<file path="src/hdl/periph_io_defines.svh">
`ifndef PERIPH_IO_DEFINES_SVH
`define PERIPH_IO_DEFINES_SVH

// register word indexes (byte address = 4 * index)
`define REG_CTRL      4'h0
`define REG_DISP_TX   4'h1
`define REG_DISP_RX   4'h2
`define REG_STATUS    4'h3
`define REG_TIME      4'h4
`define REG_ALT       4'h5
`define REG_KEY_OUT   4'h6
`define REG_KEY_IN    4'h7
`define REG_FLAG_CLR  4'h8

// control bits
`define CTRL_MCLR     0
`define CTRL_THUMB    1
`define CTRL_TO_CLR   2
`define CTRL_TIME_REQ 3

// status / condition flag bits
`define ST_BUSY       0
`define ST_TIMEOUT    1
`define ST_RESP       2
`define ST_ALT_RDY    3
`define ST_TIME_RDY   4
`define ST_ENTER      5
`define ST_ESCAPE     6
`define ST_TIME_BUSY  7

// pushbutton input positions
`define KEY_ENTER_BIT  10
`define KEY_ESCAPE_BIT 11

// reset values
`define CTRL_RESET    4'h0
`define KEY_OUT_RESET 11'h000

// response timeout
`define DISP_TO_MS    200
`define CLK_KHZ       200000
`define DISP_TO_CYC   (`DISP_TO_MS * `CLK_KHZ)

`endif

</file>
<file path="src/hdl/periph_io_pkg.sv">
package periph_io_pkg;

  typedef enum logic [0:0] {
    DISP_IDLE,
    DISP_WAIT
  } disp_state_e;

  typedef enum logic [0:0] {
    TIME_IDLE,
    TIME_WAIT
  } time_state_e;

  typedef logic [15:0] word_t;

endpackage

</file>
<file path="src/hdl/periph_io.sv">
`timescale 1ns/1ps
`include "periph_io_defines.svh"

// How it works
// - separate 16-bit outgoing and incoming display data ports.
// - display master clear output follows one control register bit.
// - command strobe goes out, display answers on its own response line.
// - command starts a timer; no response in 200 ms sets the timeout flag.
// - time read raises request, waits for ready, captures 16-bit word.
// - altitude counter advances on altimeter clock edges while pulse is high.
// - pulse trailing edge loads holding register, sets ready, clears counter.
// - altitude capture runs by itself, no processor action needed.
// - validity input is the top bit of the altitude holding register.
// - 11-bit keypad output latch and 13-bit pushbutton input buffer.
// - 8-bit thumbwheel input buffer.
// - a control bit selects pushbutton or thumbwheel inputs for keypad reads.
// - processor enables one or all numerals; keypad lights their indicators.
// - enter and escape presses latch into condition flags.
// - timer counts are derived from the system clock period.
module periph_io #(
  parameter int TIMEOUT_CYCLES = `DISP_TO_CYC
) (
  input  wire logic        CLK_SYS,
  input  wire logic        RSTN,
  input  wire logic        CE,
  input  wire logic [3:0]  AVS_ADDRESS,
  input  wire logic        AVS_READ,
  input  wire logic        AVS_WRITE,
  input  wire logic [31:0] AVS_WRITEDATA,
  input  wire logic [3:0]  AVS_BYTEENABLE,
  output logic      [31:0] AVS_READDATA,
  output logic             AVS_WAITREQUEST,
  output logic      [15:0] DISP_TX_DATA,
  output logic             DISP_CMD,
  output logic             DISP_MCLR,
  input  wire logic [15:0] DISP_RX_DATA,
  input  wire logic        DISP_RESP,
  output logic             TIME_REQ,
  input  wire logic        TIME_RDY,
  input  wire logic [15:0] TIME_DATA,
  input  wire logic        ALT_CLK,
  input  wire logic        ALT_PULSE,
  input  wire logic        ALT_VALID,
  output logic      [10:0] KEY_OUT,
  input  wire logic [12:0] KEY_IN,
  input  wire logic [7:0]  THUMB_IN,
  output logic      [7:0]  CC_FLAGS
);

  localparam int TW  = $clog2(TIMEOUT_CYCLES + 1);
  localparam int SYW = 58;

  function automatic logic [31:0] lane_mask(input logic [3:0] be);
    lane_mask = {{8{be[3]}}, {8{be[2]}}, {8{be[1]}}, {8{be[0]}}};
  endfunction

  function automatic logic [31:0] merge(input logic [31:0] old,
                                        input logic [31:0] wd,
                                        input logic [3:0]  be);
    merge = (old & ~lane_mask(be)) | (wd & lane_mask(be));
  endfunction

  // synchronised pins
  logic [SYW-1:0] sy_level;
  logic [SYW-1:0] sy_rise;
  logic [SYW-1:0] sy_fall;

  pin_sync #(
    .W (SYW)
  ) u_sync (
    .clk   (CLK_SYS),
    .rst_n (RSTN),
    .ce    (CE),
    .pin   ({DISP_RX_DATA, DISP_RESP, TIME_RDY, TIME_DATA,
             ALT_CLK, ALT_PULSE, ALT_VALID, KEY_IN, THUMB_IN}),
    .level (sy_level),
    .rise  (sy_rise),
    .fall  (sy_fall)
  );

  periph_io_pkg::word_t rx_s;
  periph_io_pkg::word_t time_s;
  logic [12:0]          key_s;
  logic [7:0]           thumb_s;
  logic                 resp_rise;
  logic                 rdy_s;
  logic                 altclk_rise;
  logic                 pulse_s;
  logic                 pulse_fall;
  logic                 valid_s;
  logic                 enter_rise;
  logic                 escape_rise;

  assign rx_s        = sy_level[57:42];
  assign resp_rise   = sy_rise[41];
  assign rdy_s       = sy_level[40];
  assign time_s      = sy_level[39:24];
  assign altclk_rise = sy_rise[23];
  assign pulse_s     = sy_level[22];
  assign pulse_fall  = sy_fall[22];
  assign valid_s     = sy_level[21];
  assign key_s       = sy_level[20:8];
  assign thumb_s     = sy_level[7:0];
  assign enter_rise  = sy_rise[8 + `KEY_ENTER_BIT];
  assign escape_rise = sy_rise[8 + `KEY_ESCAPE_BIT];

  // bus slave: one wait cycle, then the access is accepted
  logic        ack_q;
  logic        req;
  logic        acc;
  logic        wr_acc;
  logic        rd_acc;
  logic [31:0] wd_m;
  logic [31:0] rd_mux;

  assign req             = AVS_READ | AVS_WRITE;
  // a frozen clock enable keeps the master waiting instead of losing the access
  assign AVS_WAITREQUEST = req & ~(ack_q & CE);
  assign acc             = req & ack_q & CE;
  assign wr_acc          = acc & AVS_WRITE;
  assign rd_acc          = acc & AVS_READ;
  assign wd_m            = AVS_WRITEDATA & lane_mask(AVS_BYTEENABLE);

  always_ff @(posedge CLK_SYS)
  begin
    if (!RSTN)
      ack_q <= 1'b0;
    else if (CE)
      ack_q <= req & ~ack_q;
  end

  // control register
  logic [3:0]  ctrl_q;
  logic        wr_ctrl;
  logic        wr_tx;
  logic        wr_key;
  logic        wr_clr;
  logic        rd_alt;
  logic        rd_time;
  logic [31:0] ctrl_m, tx_m, key_m;

  assign ctrl_m  = merge({28'h0, ctrl_q}, AVS_WRITEDATA, AVS_BYTEENABLE);
  assign tx_m    = merge({16'h0, tx_q}, AVS_WRITEDATA, AVS_BYTEENABLE);
  assign key_m   = merge({21'h0, key_out_q}, AVS_WRITEDATA, AVS_BYTEENABLE);
  assign wr_ctrl = wr_acc && AVS_ADDRESS == `REG_CTRL;
  assign wr_tx   = wr_acc && AVS_ADDRESS == `REG_DISP_TX && AVS_BYTEENABLE[1:0] != 2'b00;
  assign wr_key  = wr_acc && AVS_ADDRESS == `REG_KEY_OUT;
  assign wr_clr  = wr_acc && AVS_ADDRESS == `REG_FLAG_CLR;
  assign rd_alt  = rd_acc && AVS_ADDRESS == `REG_ALT;
  assign rd_time = rd_acc && AVS_ADDRESS == `REG_TIME;

  // clear and request bits are write-one pulses, never stored
  always_ff @(posedge CLK_SYS)
  begin
    if (!RSTN)
      ctrl_q <= `CTRL_RESET;
    else if (CE && wr_ctrl)
    begin
      ctrl_q[`CTRL_MCLR]  <= ctrl_m[`CTRL_MCLR];
      ctrl_q[`CTRL_THUMB] <= ctrl_m[`CTRL_THUMB];
    end
  end

  assign DISP_MCLR = ctrl_q[`CTRL_MCLR];

  // display port
  periph_io_pkg::disp_state_e disp_q;
  periph_io_pkg::word_t       tx_q;
  periph_io_pkg::word_t       rx_q;
  logic [TW-1:0]              timer_q;
  logic                       timeout_q;
  logic                       resp_q;
  logic                       to_hit;

  assign to_hit = disp_q == periph_io_pkg::DISP_WAIT &&
                  timer_q == TW'(TIMEOUT_CYCLES - 1);

  always_ff @(posedge CLK_SYS)
  begin
    if (!RSTN)
      tx_q <= '0;
    else if (CE && wr_tx)
      tx_q <= tx_m[15:0];
  end

  always_ff @(posedge CLK_SYS)
  begin
    if (!RSTN)
    begin
      disp_q  <= periph_io_pkg::DISP_IDLE;
      timer_q <= '0;
    end
    else if (CE)
    begin
      case (disp_q)
        periph_io_pkg::DISP_IDLE:
        begin
          timer_q <= '0;
          if (wr_tx)
            disp_q <= periph_io_pkg::DISP_WAIT;
        end
        periph_io_pkg::DISP_WAIT:
        begin
          timer_q <= timer_q + TW'(1);
          if (resp_rise || to_hit)
            disp_q <= periph_io_pkg::DISP_IDLE;
        end
        default:
          disp_q <= periph_io_pkg::DISP_IDLE;
      endcase
    end
  end

  // a response word is taken with its strobe; late responses are still captured
  always_ff @(posedge CLK_SYS)
  begin
    if (!RSTN)
      rx_q <= '0;
    else if (CE && resp_rise)
      rx_q <= rx_s;
  end

  // set wins over clear on every sticky flag
  always_ff @(posedge CLK_SYS)
  begin
    if (!RSTN)
      timeout_q <= 1'b0;
    else if (CE)
    begin
      if (to_hit)
        timeout_q <= 1'b1;
      else if (wr_tx || (wr_ctrl && wd_m[`CTRL_TO_CLR]))
        timeout_q <= 1'b0;
    end
  end

  always_ff @(posedge CLK_SYS)
  begin
    if (!RSTN)
      resp_q <= 1'b0;
    else if (CE)
    begin
      if (resp_rise)
        resp_q <= 1'b1;
      else if (wr_tx || (wr_clr && wd_m[`ST_RESP]))
        resp_q <= 1'b0;
    end
  end

  assign DISP_TX_DATA = tx_q;
  assign DISP_CMD     = disp_q == periph_io_pkg::DISP_WAIT;

  // time code reader
  periph_io_pkg::time_state_e tstate_q;
  periph_io_pkg::word_t       time_q;
  logic                       time_rdy_q;

  always_ff @(posedge CLK_SYS)
  begin
    if (!RSTN)
      tstate_q <= periph_io_pkg::TIME_IDLE;
    else if (CE)
    begin
      case (tstate_q)
        periph_io_pkg::TIME_IDLE:
          if (wr_ctrl && wd_m[`CTRL_TIME_REQ])
            tstate_q <= periph_io_pkg::TIME_WAIT;
        periph_io_pkg::TIME_WAIT:
          if (rdy_s)
            tstate_q <= periph_io_pkg::TIME_IDLE;
        default:
          tstate_q <= periph_io_pkg::TIME_IDLE;
      endcase
    end
  end

  always_ff @(posedge CLK_SYS)
  begin
    if (!RSTN)
      time_q <= '0;
    else if (CE && tstate_q == periph_io_pkg::TIME_WAIT && rdy_s)
      time_q <= time_s;
  end

  always_ff @(posedge CLK_SYS)
  begin
    if (!RSTN)
      time_rdy_q <= 1'b0;
    else if (CE)
    begin
      if (tstate_q == periph_io_pkg::TIME_WAIT && rdy_s)
        time_rdy_q <= 1'b1;
      else if (rd_time)
        time_rdy_q <= 1'b0;
    end
  end

  assign TIME_REQ = tstate_q == periph_io_pkg::TIME_WAIT;

  // altimeter: its clock is oversampled, so it must stay below a quarter of CLK_SYS
  logic [14:0]          alt_cnt_q;
  periph_io_pkg::word_t alt_hold_q;
  logic                 alt_rdy_q;

  always_ff @(posedge CLK_SYS)
  begin
    if (!RSTN)
      alt_cnt_q <= '0;
    else if (CE)
    begin
      if (pulse_fall)
        alt_cnt_q <= '0;
      else if (altclk_rise && pulse_s)
        alt_cnt_q <= alt_cnt_q + 15'h0001;
    end
  end

  always_ff @(posedge CLK_SYS)
  begin
    if (!RSTN)
      alt_hold_q <= '0;
    else if (CE && pulse_fall)
      alt_hold_q <= {valid_s, alt_cnt_q};
  end

  always_ff @(posedge CLK_SYS)
  begin
    if (!RSTN)
      alt_rdy_q <= 1'b0;
    else if (CE)
    begin
      if (pulse_fall)
        alt_rdy_q <= 1'b1;
      else if (rd_alt)
        alt_rdy_q <= 1'b0;
    end
  end

  // keypad
  logic [10:0] key_out_q;
  logic        enter_q;
  logic        escape_q;

  always_ff @(posedge CLK_SYS)
  begin
    if (!RSTN)
      key_out_q <= `KEY_OUT_RESET;
    else if (CE && wr_key)
      key_out_q <= key_m[10:0];
  end

  always_ff @(posedge CLK_SYS)
  begin
    if (!RSTN)
    begin
      enter_q  <= 1'b0;
      escape_q <= 1'b0;
    end
    else if (CE)
    begin
      if (enter_rise)
        enter_q <= 1'b1;
      else if (wr_clr && wd_m[`ST_ENTER])
        enter_q <= 1'b0;
      if (escape_rise)
        escape_q <= 1'b1;
      else if (wr_clr && wd_m[`ST_ESCAPE])
        escape_q <= 1'b0;
    end
  end

  assign KEY_OUT = key_out_q;

  // status and condition flags
  logic [7:0] status;

  always_comb
  begin
    status                = 8'h00;
    status[`ST_BUSY]      = disp_q == periph_io_pkg::DISP_WAIT;
    status[`ST_TIMEOUT]   = timeout_q;
    status[`ST_RESP]      = resp_q;
    status[`ST_ALT_RDY]   = alt_rdy_q;
    status[`ST_TIME_RDY]  = time_rdy_q;
    status[`ST_ENTER]     = enter_q;
    status[`ST_ESCAPE]    = escape_q;
    status[`ST_TIME_BUSY] = tstate_q == periph_io_pkg::TIME_WAIT;
  end

  assign CC_FLAGS = status;

  // read mux; unmapped words read as zero
  always_comb
  begin
    case (AVS_ADDRESS)
      `REG_CTRL:    rd_mux = {28'h0, ctrl_q};
      `REG_DISP_TX: rd_mux = {16'h0, tx_q};
      `REG_DISP_RX: rd_mux = {16'h0, rx_q};
      `REG_STATUS:  rd_mux = {24'h0, status};
      `REG_TIME:    rd_mux = {16'h0, time_q};
      `REG_ALT:     rd_mux = {16'h0, alt_hold_q};
      `REG_KEY_OUT: rd_mux = {21'h0, key_out_q};
      `REG_KEY_IN:
        if (ctrl_q[`CTRL_THUMB])
          rd_mux = {24'h0, thumb_s};
        else
          rd_mux = {19'h0, key_s};
      default:      rd_mux = 32'h0000_0000;
    endcase
  end

  always_ff @(posedge CLK_SYS)
  begin
    if (!RSTN)
      AVS_READDATA <= 32'h0000_0000;
    else if (CE && AVS_READ && !ack_q)
      AVS_READDATA <= rd_mux;
  end

endmodule

</file>
<file path="src/hdl/pin_sync.sv">
`timescale 1ns/1ps

// two-stage synchroniser with a third stage used only for edge detection
module pin_sync #(
  parameter int W = 8
) (
  input  wire logic         clk,
  input  wire logic         rst_n,
  input  wire logic         ce,
  input  wire logic [W-1:0] pin,
  output logic      [W-1:0] level,
  output logic      [W-1:0] rise,
  output logic      [W-1:0] fall
);

  logic [W-1:0] meta_q;
  logic [W-1:0] sync_q;
  logic [W-1:0] prev_q;

  always_ff @(posedge clk)
  begin
    if (!rst_n)
    begin
      meta_q <= '0;
      sync_q <= '0;
      prev_q <= '0;
    end
    else if (ce)
    begin
      meta_q <= pin;
      sync_q <= meta_q;
      prev_q <= sync_q;
    end
  end

  assign level = sync_q;
  assign rise  = sync_q & ~prev_q;
  assign fall  = ~sync_q & prev_q;

endmodule

</file>
<file path="config.mk">
export PLATFORM = sky130hd
export DESIGN_NAME = periph_io
export DESIGN_NICKNAME = d
export VERILOG_FILES = /design/src/hdl/periph_io_pkg.sv /design/src/hdl/periph_io.sv /design/src/hdl/pin_sync.sv
export VERILOG_INCLUDE_DIRS = /design/src /design/src/hdl
export SDC_FILE = /design/constraint.sdc
export NUM_CORES = 1
export LEC_CHECK = 0
export ABC_AREA = 1
export BUFFER_PORTS_ARGS = -buffer_cell sky130_fd_sc_hd__buf_2
export CORE_MARGIN = 3
export CORE_UTILIZATION = 46
export CTS_BUF_LIST = sky130_fd_sc_hd__clkbuf_8
export DETAILED_ROUTE_END_ITERATION = 7
export PLACE_DENSITY = 0.76
export SETUP_SLACK_MARGIN = 0.2
export SYNTH_ARGS = -nofsm -noshare
export SYNTH_HDL_FRONTEND = slang
export SYNTH_SLANG_ARGS = --single-unit
</file>
<file path="constraint.sdc">
create_clock -name CLK_SYS -period 1.8 [get_ports CLK_SYS]
set_input_delay 0.18 -clock CLK_SYS [delete_from_list [all_inputs] [get_ports CLK_SYS]]
set_output_delay 0.18 -clock CLK_SYS [all_outputs]
set_load 0.01 [all_outputs]
</file>
* Word-level counts from Yosys, hierarchy flattened
Index checks and enable logic that the tools add are counted.
Storage, ports and cells: bits in registers 317, latch bits 0, memory bits (writable) 0, memory bits (read-only) 0, input port bits 103, logic and storage cells 123, memories kept 0
Operators by class: add/sub/neg operators 2, $mul 0, div/mod/pow operators 0, order comparisons 0, equality and inequality tests 9, shift operators 0, muxes and demuxes 23, bitwise operators 24, reduce and logical (&&, ||, !) cells 44
Operators with widths (number):
- 16-bit one-hot mux with 8 select lines | 1
- 26-bit one-hot mux with 2 select lines | 1
- 42-bit AND | 1
- 42-bit inverter | 1
- 16-bit AND | 2
- 15-bit two-way mux | 2
- 26-bit by 1-bit adder with 26-bit output, second input constant | 1
- 26-bit equality test, second input constant | 1
- 1-bit logical AND | 24
- 23-bit AND | 1
- 23-bit inverter | 1
- 4-bit by 3-bit equality test with 1-bit output, second input constant | 4
- 1-bit two-way mux | 16
- 16-bit inverter | 1
- 16-bit bitwise OR | 1
- 2-bit nonzero test | 8
- 15-bit by 1-bit adder with 15-bit output, second input constant | 1
- 2-bit AND reduction | 7
- 13-bit two-way mux | 1
- 11-bit AND | 1
- 11-bit bitwise OR | 1
- 4-bit by 2-bit equality test with 1-bit output, second input constant | 2
- 1-bit AND | 7
- 4-bit by 1-bit equality test with 1-bit output, second input constant | 1
- other kinds (9) | 15

* Logic depth before layout (Yosys ltp)
Gate-level depths: netlist (run 1).
word-level depth 9, depth in mapped cells 11

* By module
A second synthesis (run 1) with hierarchy kept.
Unflattened totals: cell total of the unflattened synthesis 2320, area total of the unflattened synthesis 14844.2 sq um
Modules (own cells, without submodules):
- pin_sync | times used 1, cells each 1276, area an instance 7863.8 sq um
- periph_io | times used 1, cells each 1044, area an instance 6980.4 sq um

* Worst setup path after synthesis (run 1)
No wires, ideal clock.
path kind reg2reg, start register alt_cnt_q[0], end register alt_cnt_q[8], library setup time 131 ps, arrival time 1247 ps, path slack 422 ps, cell stages (with the launch flop) 7, path buffers 0, cell sequence dfxtp_1 -> ha_1 -> nand2_1 -> nor3_1 -> nand2_1 -> o21ai_0 -> a21boi_0
On the way: word-level cells in the longest chain between the ends 3
RTL lines:
- start, declared | line periph_io.sv:301 | logic [14:0] alt_cnt_q;
- start signal, assigned | line periph_io.sv:314 | alt_cnt_q <= alt_cnt_q + 15'h0001;
- 15-bit by 1-bit adder with 15-bit output | line periph_io.sv:314
- 15-bit two-way mux | line periph_io.sv:313 | else if (altclk_rise && pulse_s)
- 15-bit two-way mux | line periph_io.sv:311 | if (pulse_fall)
Every way passes these cells. The select of a mux whose other input is x is not followed. A chain may end at the register's enable or synchronous reset.

* Worst setup path after layout (run 1)
start register ack_q, end output AVS_WAITREQUEST
On the way: word-level cells in the longest chain between the ends 3
RTL lines:
- start, declared | line periph_io.sv:108 | logic ack_q;
- start signal, assigned | line periph_io.sv:129 | ack_q <= req & ~ack_q;
- 1-bit AND | line periph_io.sv:118 | assign AVS_WAITREQUEST = req & ~(ack_q & CE);
- 1-bit inverter | line periph_io.sv:118
- 1-bit AND | line periph_io.sv:118
- end, declared | line periph_io.sv:32 | output logic AVS_WAITREQUEST,
Every way passes these cells.

==> qor.yml, run 1 <==
hold_violations: 0
drt-initial-drc-count: 1202
clock_pin_slew_of_the_registers_on_the_worst_case_setup_and_hold_paths_ps: 60
critPathCaptureType: "output pin"
layout.nets: 1876
type_of_the_worst_min_delay_path: "in2reg"
run_status: "complete, no violations"
dpl-instance-area_sq_mm: 0.01209
fillerInstances: 2162
areal_power_density_over_the_cells_mw_per_mm2: 916.8
max-cap-violations: 0
setup_viol: 0
clock_skew_ps: 30.55
detailedPlacementHpwl_microns: 21460
grt_first_pass_wirelength_microns: 51450
crit_path_cell_trace: "nand2_1, inv_2, nor2_2, buf_2"
p_comb_share_pct: 8.0
timing.final.crit_share_pct: 85.94
power.ir.vdd_worst_uv: 611.2
critPathMaxFanout: 4
cts_buffer_depth: 3
drtAntennaViolNets: 0
cell_internal_pwr_mw: 9.561
switching_power_mw: 3.185
fmax_achieved_ghz: 0.6465
wl_microns: 31920
ys.warnings.count: 0
die_w_microns: 162.4
numCtsBuffers: 44
place.gp.congestion: 0.9334
worst_ep_arrival_time_ps: 1370
clock-sinks: 264
worst-setup-path-type: "reg2out"
final_core_utilization_pct: 58.53
synth.cell_area_sq_mm: 0.01125
critical_path.top_delay_family: "flip-flops"
register_area_share_after_synthesis_pct: 46.97
avgSynthCellArea_sq_um: 7.158
worstPathBufferInverterCount: 2
netlist_top_cells_area: "dfxtp_1 47%, nor2_1 12%, o21ai_0 8.2%"
synth.top_cell.area_share_pct: 46.97
largest_net_degree_at_the_start_of_global_routing: 128
ratio_of_cells_with_drive_above_1_in_the_final_layout_pct: 17.11
placementRows: 56
routed-via-count: 10970
final_area_sq_mm: 0.01390
cts_tree: "done"
critical-path-max-stage-delay_ps: 330
die_h_microns: 162.4
power.switching_fraction_pct: 24.99
area_growth_syn_to_layout_pct: 23.55
floorplan.die_area_sq_mm: 0.02637
ys_seq_elements: 264
design_power_total_mw: 12.75
sequentialPowerShare_pct: 48.5
final-max-slew-violation-count: 0
avgViaCountPerCell: 5.158
global_route_usage_over_all_layers_pct: 23.75
port-buffer-count: 139
total_leakage_power_nw: 5.960
pin_count: 174
routed_wire_length_per_instance_microns: 15.01
grt_antenna_before_repair: 4
floorplan.initialDensity_pct: 47.37
grt-ovfl-total: 0
critical_path_required_ps: 1620
post_synth_inst_count: 1572
final_period_minus_worst_setup_slack_ps: 1547
cp-start-kind: "flop"
via_count_of_the_first_global_routing_pass: 10200
clk_latency_ps: 570
synth.distinct_cells: 41
clock_tree_root_buffer_cell: "clkbuf_8"
share_clk_of_total_power_pct: 43.5
core_area_sq_mm: 0.02375
htree_num_levels: 2
critical-path-slowest-cell: "dfxtp_1"
firstDrtPassIters: 7
grt_setup_unrepaired: "true"
synth_largest_area_cell: "dfxtp_1"
final.setup.tns_ps: 0
remaining_drc_errors: 0
cells in the mapped netlist:
| cell | instances |
|---|---|
| a211oi_1 | 1 |
| a211oi_2 | 8 |
| a21boi_0 | 1 |
| a21oi_1 | 101 |
| a21oi_2 | 5 |
| a31oi_1 | 1 |
| and2_0 | 2 |
| and2_1 | 1 |
| buf_1 | 7 |
| buf_2 | 20 |
| buf_4 | 31 |
| buf_6 | 8 |
| clkbuf_1 | 45 |
| clkinv_1 | 1 |
| conb_1 | 1 |
| dfxtp_1 | 264 |
| ha_1 | 2 |
| inv_1 | 95 |
| inv_2 | 8 |
| inv_4 | 1 |
| nand2_1 | 243 |
| nand2_2 | 1 |
| nand2_4 | 1 |
| nand3_1 | 106 |
| nand3_2 | 4 |
| nand3_4 | 2 |
| nand3b_1 | 3 |
| nand4_1 | 16 |
| nor2_1 | 366 |
| nor2_2 | 3 |
| nor2_4 | 6 |
| nor3_1 | 15 |
| nor3b_1 | 1 |
| o211a_1 | 1 |
| o21a_1 | 1 |
| o21ai_0 | 184 |
| o21ai_1 | 9 |
| o21bai_1 | 2 |
| o31ai_1 | 1 |
| or2_2 | 3 |
| xnor2_1 | 1 |
worst min-delay path, stage by stage:
cell	delay, ps
buf_2	140
nand3_2	140
a21oi_1	80
power by group through the flow:
stage               combinational [mW]  sequential, mW  clock (mW)
floorplan                        0.609            6.26           0
global placement                 0.843            6.30           0
detailed placement               0.857            6.30           0
CTS                              0.995            6.18        5.64
global route                      1.14            6.20        5.91
finish                            1.02            6.18        5.54
layer usage:
layer	track usage [%]	wire [microns]	vias up
met2	35.67	13940	456
li1	-	-	5459
met3	5.722	2725	71
met4	9.035	880	4
met1	33.17	14350	4981
met5	0	25	-
stage by stage:
| stage | instances | hold slack [ps] | setup WS [ps] |
|---|---|---|---|
| floorplan | 1587 | 314.9 | 422.1 |
| global placement | 1967 | 400.1 | 247.1 |
| detailed placement | 1967 | 407.2 | 167.3 |
| CTS | 2124 | 8.793 | 202.9 |
| global route | 2127 | 44.22 | 137.8 |
| finish | 2127 | 37.27 | 253.2 |
final timing paths:
check | start | endpoint | slack (ps) | cells after the start
max | ack_q$_SDFFE_PN0P_ | AVS_WAITREQUEST | 250 | 4
min | AVS_BYTEENABLE[1] | flop | 40 | 3
max reg2reg | ack_q$_SDFFE_PN0P_ | flop | 280 | 7
min reg2reg | alt_hold_q[13]$_SDFFE_PN0P_ | alt_hold_q[13]$_SDFFE_PN0P_ | 450 | 2
area by class of cell:
class	instances	area, sq um	area share, %
clock buffer	62	853.3	6.138
sequential	264	5293	38.07
inverter	105	399.1	2.871
antenna	2	5.005	0.03600
timing repair buffer	249	1767	12.71
multi-input combinational	1107	5074	36.50
tap	319	399.1	2.871
clock inverter	19	112.6	0.8100
cells in the final DEF (no fill, tap or decap), drive strengths merged:
master       count
nand3b           3
clkinvlp         1
and2             3
buf            173
o21bai           2
conb            16
dlygate4sd3     76
o211a            1
o21a             1
xnor2            1
nor3            15
a31oi            1
dfxtp          264
ha               2
nand3          112
or2              3
o31ai            1
inv            111
nand2          245
o21ai          193
clkbuf          62
a21oi          106
nor2           375
a21boi           1
diode            2
nand4           16
nor3b            1
clkinv          12
a211oi           9
cell families (layout without fill, tap and decap cells):
family / after synthesis / count (layout) / synth area share (%)
flip-flops: 264 / 264 / 46.97
adder cells (fa/ha/maj): 2 / 2 / 0.2224
AO/OA/AOI/OAI: 315 / 315 / 14.90
other: 1 / 18 / 0.03333
AND/OR/NAND/NOR: 773 / 773 / 28.78
buffers and inverters: 216 / 435 / 9.018
XOR/XNOR: 1 / 1 / 0.07785
what timing repair did:
action / 4_1_cts / 5_1_grt
pin swaps: 0 / 2
gates resized for setup: 2 / 20
setup buffers: 0 / 1
hold buffers: 76 / 0
endpoints found under the hold margin: 92 / 0
setup endpoints to repair: 3 / 29
Power figures use the tool's default switching activity.
==> run 2, diff against run 1 <==
--- a/config.mk
+++ b/config.mk
@@ -13,6 +13,7 @@
 export CTS_BUF_LIST = sky130_fd_sc_hd__clkbuf_8
 export DETAILED_ROUTE_END_ITERATION = 7
 export PLACE_DENSITY = 0.76
+export REMOVE_ABC_BUFFERS = 1
 export SETUP_SLACK_MARGIN = 0.2
 export SYNTH_ARGS = -nofsm -noshare
 export SYNTH_HDL_FRONTEND = slang
==> run 2 against run 1 <==
  * Combinational power is essentially flat
  * Highest routed layer unchanged
  * Critical path depth is 2 higher
  * Count of clock-buffer cells in the layout down 4
  * Critical path type is now reg2reg
  * Register-to-register slack got worse by 40 ps
==> qor.yml, run 2 (same netlist as run 1, synthesis figures left out) <==
run_status: "complete, no violations"
total_leakage_power_nw: 5.970  # +0.17%
setup_viol: 0  # unchanged
ratio_of_cells_with_drive_above_1_in_the_final_layout_pct: 16.55  # -0.56 points
place.detailed.instances: 1968  # +0.051%
clock-sinks: 264  # unchanged
transition_time_at_the_pin_with_the_least_slew_margin_ps: 594.2
remaining_drc_errors: 0  # unchanged
share_clk_of_total_power_pct: 42.9  # -0.6 points
type_of_the_worst_min_delay_path: "in2reg"
critical_path.top_delay_family: "simple AND/OR/NAND/NOR gates"
htree_num_levels: 2  # unchanged
met3RoutedLength_microns: 2103  # -23%
most-common-layout-cells: "360 x nor2_1, 262 x dfxtp_1, 242 x nand2_1"
detailedPlacementHpwl_microns: 21240  # -1.0%
global_route_usage_over_all_layers_pct: 22.96  # -0.79 points
die_h_microns: 162.4  # unchanged
routed_wire_length_on_met2_microns: 14450  # +3.6%
layout_commonest_cell: "nor2_1"
worst-setup-path-type: "reg2reg"
clock_skew_ps: 27.88  # -2.664 ps
grt_antenna_before_repair: 5  # +1
critical_path_required_ps: 2280  # +660 ps
worstPathBufferInverterCount: 0  # -2
grt_first_pass_wirelength_microns: 49570  # -3.6%
routed-via-count: 10870  # -0.89%
cts_tree: "done"
via_count_of_the_first_global_routing_pass: 9929  # -2.6%
drt-initial-drc-count: 923  # -23%
layoutNonFillerInstCount: 2129  # +0.094%
fmax_achieved_ghz: 0.6417  # -0.74%
final.setup.tns_ps: 0  # unchanged
critical-path-slowest-cell: "dfxtp_1"
cp-start-kind: "flop"
max-cap-violations: 0  # unchanged
placementRows: 56  # unchanged
floorplan.initialDensity_pct: 47.37  # unchanged
grt_setup_unrepaired: "true"
dpl-instance-area_sq_mm: 0.01209  # about the same
routed_wire_length_per_instance_microns: 14.68  # -2.2%
clk_latency_ps: 560  # about the same
wl_microns: 31260  # -2.1%
cts_buffer_depth: 3  # unchanged
area_growth_syn_to_layout_pct: 23.31
final_period_minus_worst_setup_slack_ps: 1558  # +11.58 ps
met1Wirelength_microns: 13580  # -5.4%
worst_ep_arrival_time_ps: 2030  # +660 ps
fillerInstances: 2179  # +0.79%
design_power_total_mw: 12.58  # -1.3%
die_w_microns: 162.4  # unchanged
layout.nets: 1880  # +0.21%
final-max-slew-violation-count: 0  # unchanged
power.ir.vdd_worst_uv: 426.0  # -30%
drtAntennaViolNets: 0  # unchanged
timing.final.crit_share_pct: 86.58  # +0.64 points
port-buffer-count: 139  # unchanged
critPathCaptureType: "flop"
crit_path_cell_trace: "ha_1, nand2_1, nor3_2, nand2_1, o21bai_1, a21boi_0"
numCtsBuffers: 44  # unchanged
critical-path-max-stage-delay_ps: 400  # +70 ps
power.switching_fraction_pct: 24.57  # -0.42 points
firstDrtPassIters: 5  # -2
library_cell_appearing_most_often_on_the_critical_path: "nand2_1"
core_area_sq_mm: 0.02375  # unchanged
cell_internal_pwr_mw: 9.492  # -0.72%
critPathMaxFanout: 5  # +1
grt-ovfl-total: 0  # unchanged
sequentialPowerShare_pct: 49.1  # +0.6 points
areal_power_density_over_the_cells_mw_per_mm2: 906.9  # -1.1%
final_core_utilization_pct: 58.41  # -0.12 points
routed.top_layer: "met5"
p_comb_share_pct: 8.0  # about the same
largest_net_degree_at_the_start_of_global_routing: 88  # -31%
avgViaCountPerCell: 5.107  # -0.99%
timing.slew.headroom_pct: 60.34
place.gp.congestion: 0.9073  # -2.8%
clock_tree_root_buffer_cell: "clkbuf_8"
final_area_sq_mm: 0.01387  # -0.20%
switching_power_mw: 3.091  # -2.9%
pin_count: 174  # unchanged
hold_violations: 0  # unchanged
floorplan.die_area_sq_mm: 0.02637  # unchanged
clock_pin_slew_of_the_registers_on_the_worst_case_setup_and_hold_paths_ps: 70  # about the same
==> run 2: changes by cell type in the layout (fill, tap and decap cells not counted), moves of 3 or more <==
cell and change:
nor2_2 +3, clkinv_2 -4, inv_1 +6, dfxtp_2 -4
dfxtp_1 +4, nor2_1 -3, clkbuf_8 -4, buf_4 +3
nand3_2 -3
==> run 2: layout make-up <==
cell class / count / area (sq um) / share of cell area [%]
Tap cell: 319 / 399.1 / 2.877
Timing Repair Buffer: 253 / 1789 / 12.90
Multi-Input combinational cell: 1107 / 5077 / 36.59
Sequential cell: 264 / 5288 / 38.11
Inverter: 105 / 401.6 / 2.895
Antenna cell: 3 / 7.507 / 0.05411
Clock buffer: 58 / 798.3 / 5.753
Clock inverter: 20 / 113.9 / 0.8206
==> run 2: final timing paths <==
check,startpoint,end,slack [ps],cells after the start
hold / removal,AVS_BYTEENABLE[0],flop,40,3
hold reg to reg,alt_hold_q[13]$_SDFFE_PN0P_,alt_hold_q[13]$_SDFFE_PN0P_,460,2
setup / recovery,alt_cnt_q[1]$_SDFFE_PN0P_,alt_cnt_q[8]$_SDFFE_PN0P_,240,6
setup reg to reg,alt_cnt_q[1]$_SDFFE_PN0P_,alt_cnt_q[8]$_SDFFE_PN0P_,240,6
==> run 2: through the flow <==
stage / hold WS [ps] / setup slack, ps
after floorplan: 305.1 / -217.4
after global placement: 403.4 / 229.9
after detailed placement: 409.3 / 81.85
after CTS: 10.30 / 195.8
after global routing: 51.24 / 116.7
final: 41.70 / 241.6
==> run 2: timing repair <==
| action | CTS | global route |
|---|---|---|
| pin swaps | 0 | 3 |
| gates resized for setup | 2 | 20 |
| setup buffers | 0 | 2 |
| hold endpoints to repair | 94 | 0 |
| setup endpoints to repair | 3 | 25 |
| hold buffers | 78 | 0 |
==> run 2: power groups by stage <==
stage	combinational (mW)	clock (mW)	sequential, mW
2_1_floorplan	0.460	0	6.27
3_3_place_gp	0.841	0	6.29
3_5_place_dp	0.858	0	6.30
4_1_cts	0.996	5.52	6.17
5_1_grt	1.13	5.80	6.19
6_report	1.01	5.40	6.18
==> run 2: routing by layer <==
metal / up-vias / GRT usage (%)
met3: 85 / 5.112
li1: 5472 / -
met5: - / 0
met1: 4944 / 29.98
met2: 368 / 36.74
met4: 4 / 9.849
==> run 2: worst register-to-register path: stages (launching register included) <==
cell and delay, ps:
dfxtp_1 400, ha_1 200, nand2_1 110, nor3_2 220
nand2_1 180, o21bai_1 170, a21boi_0 210
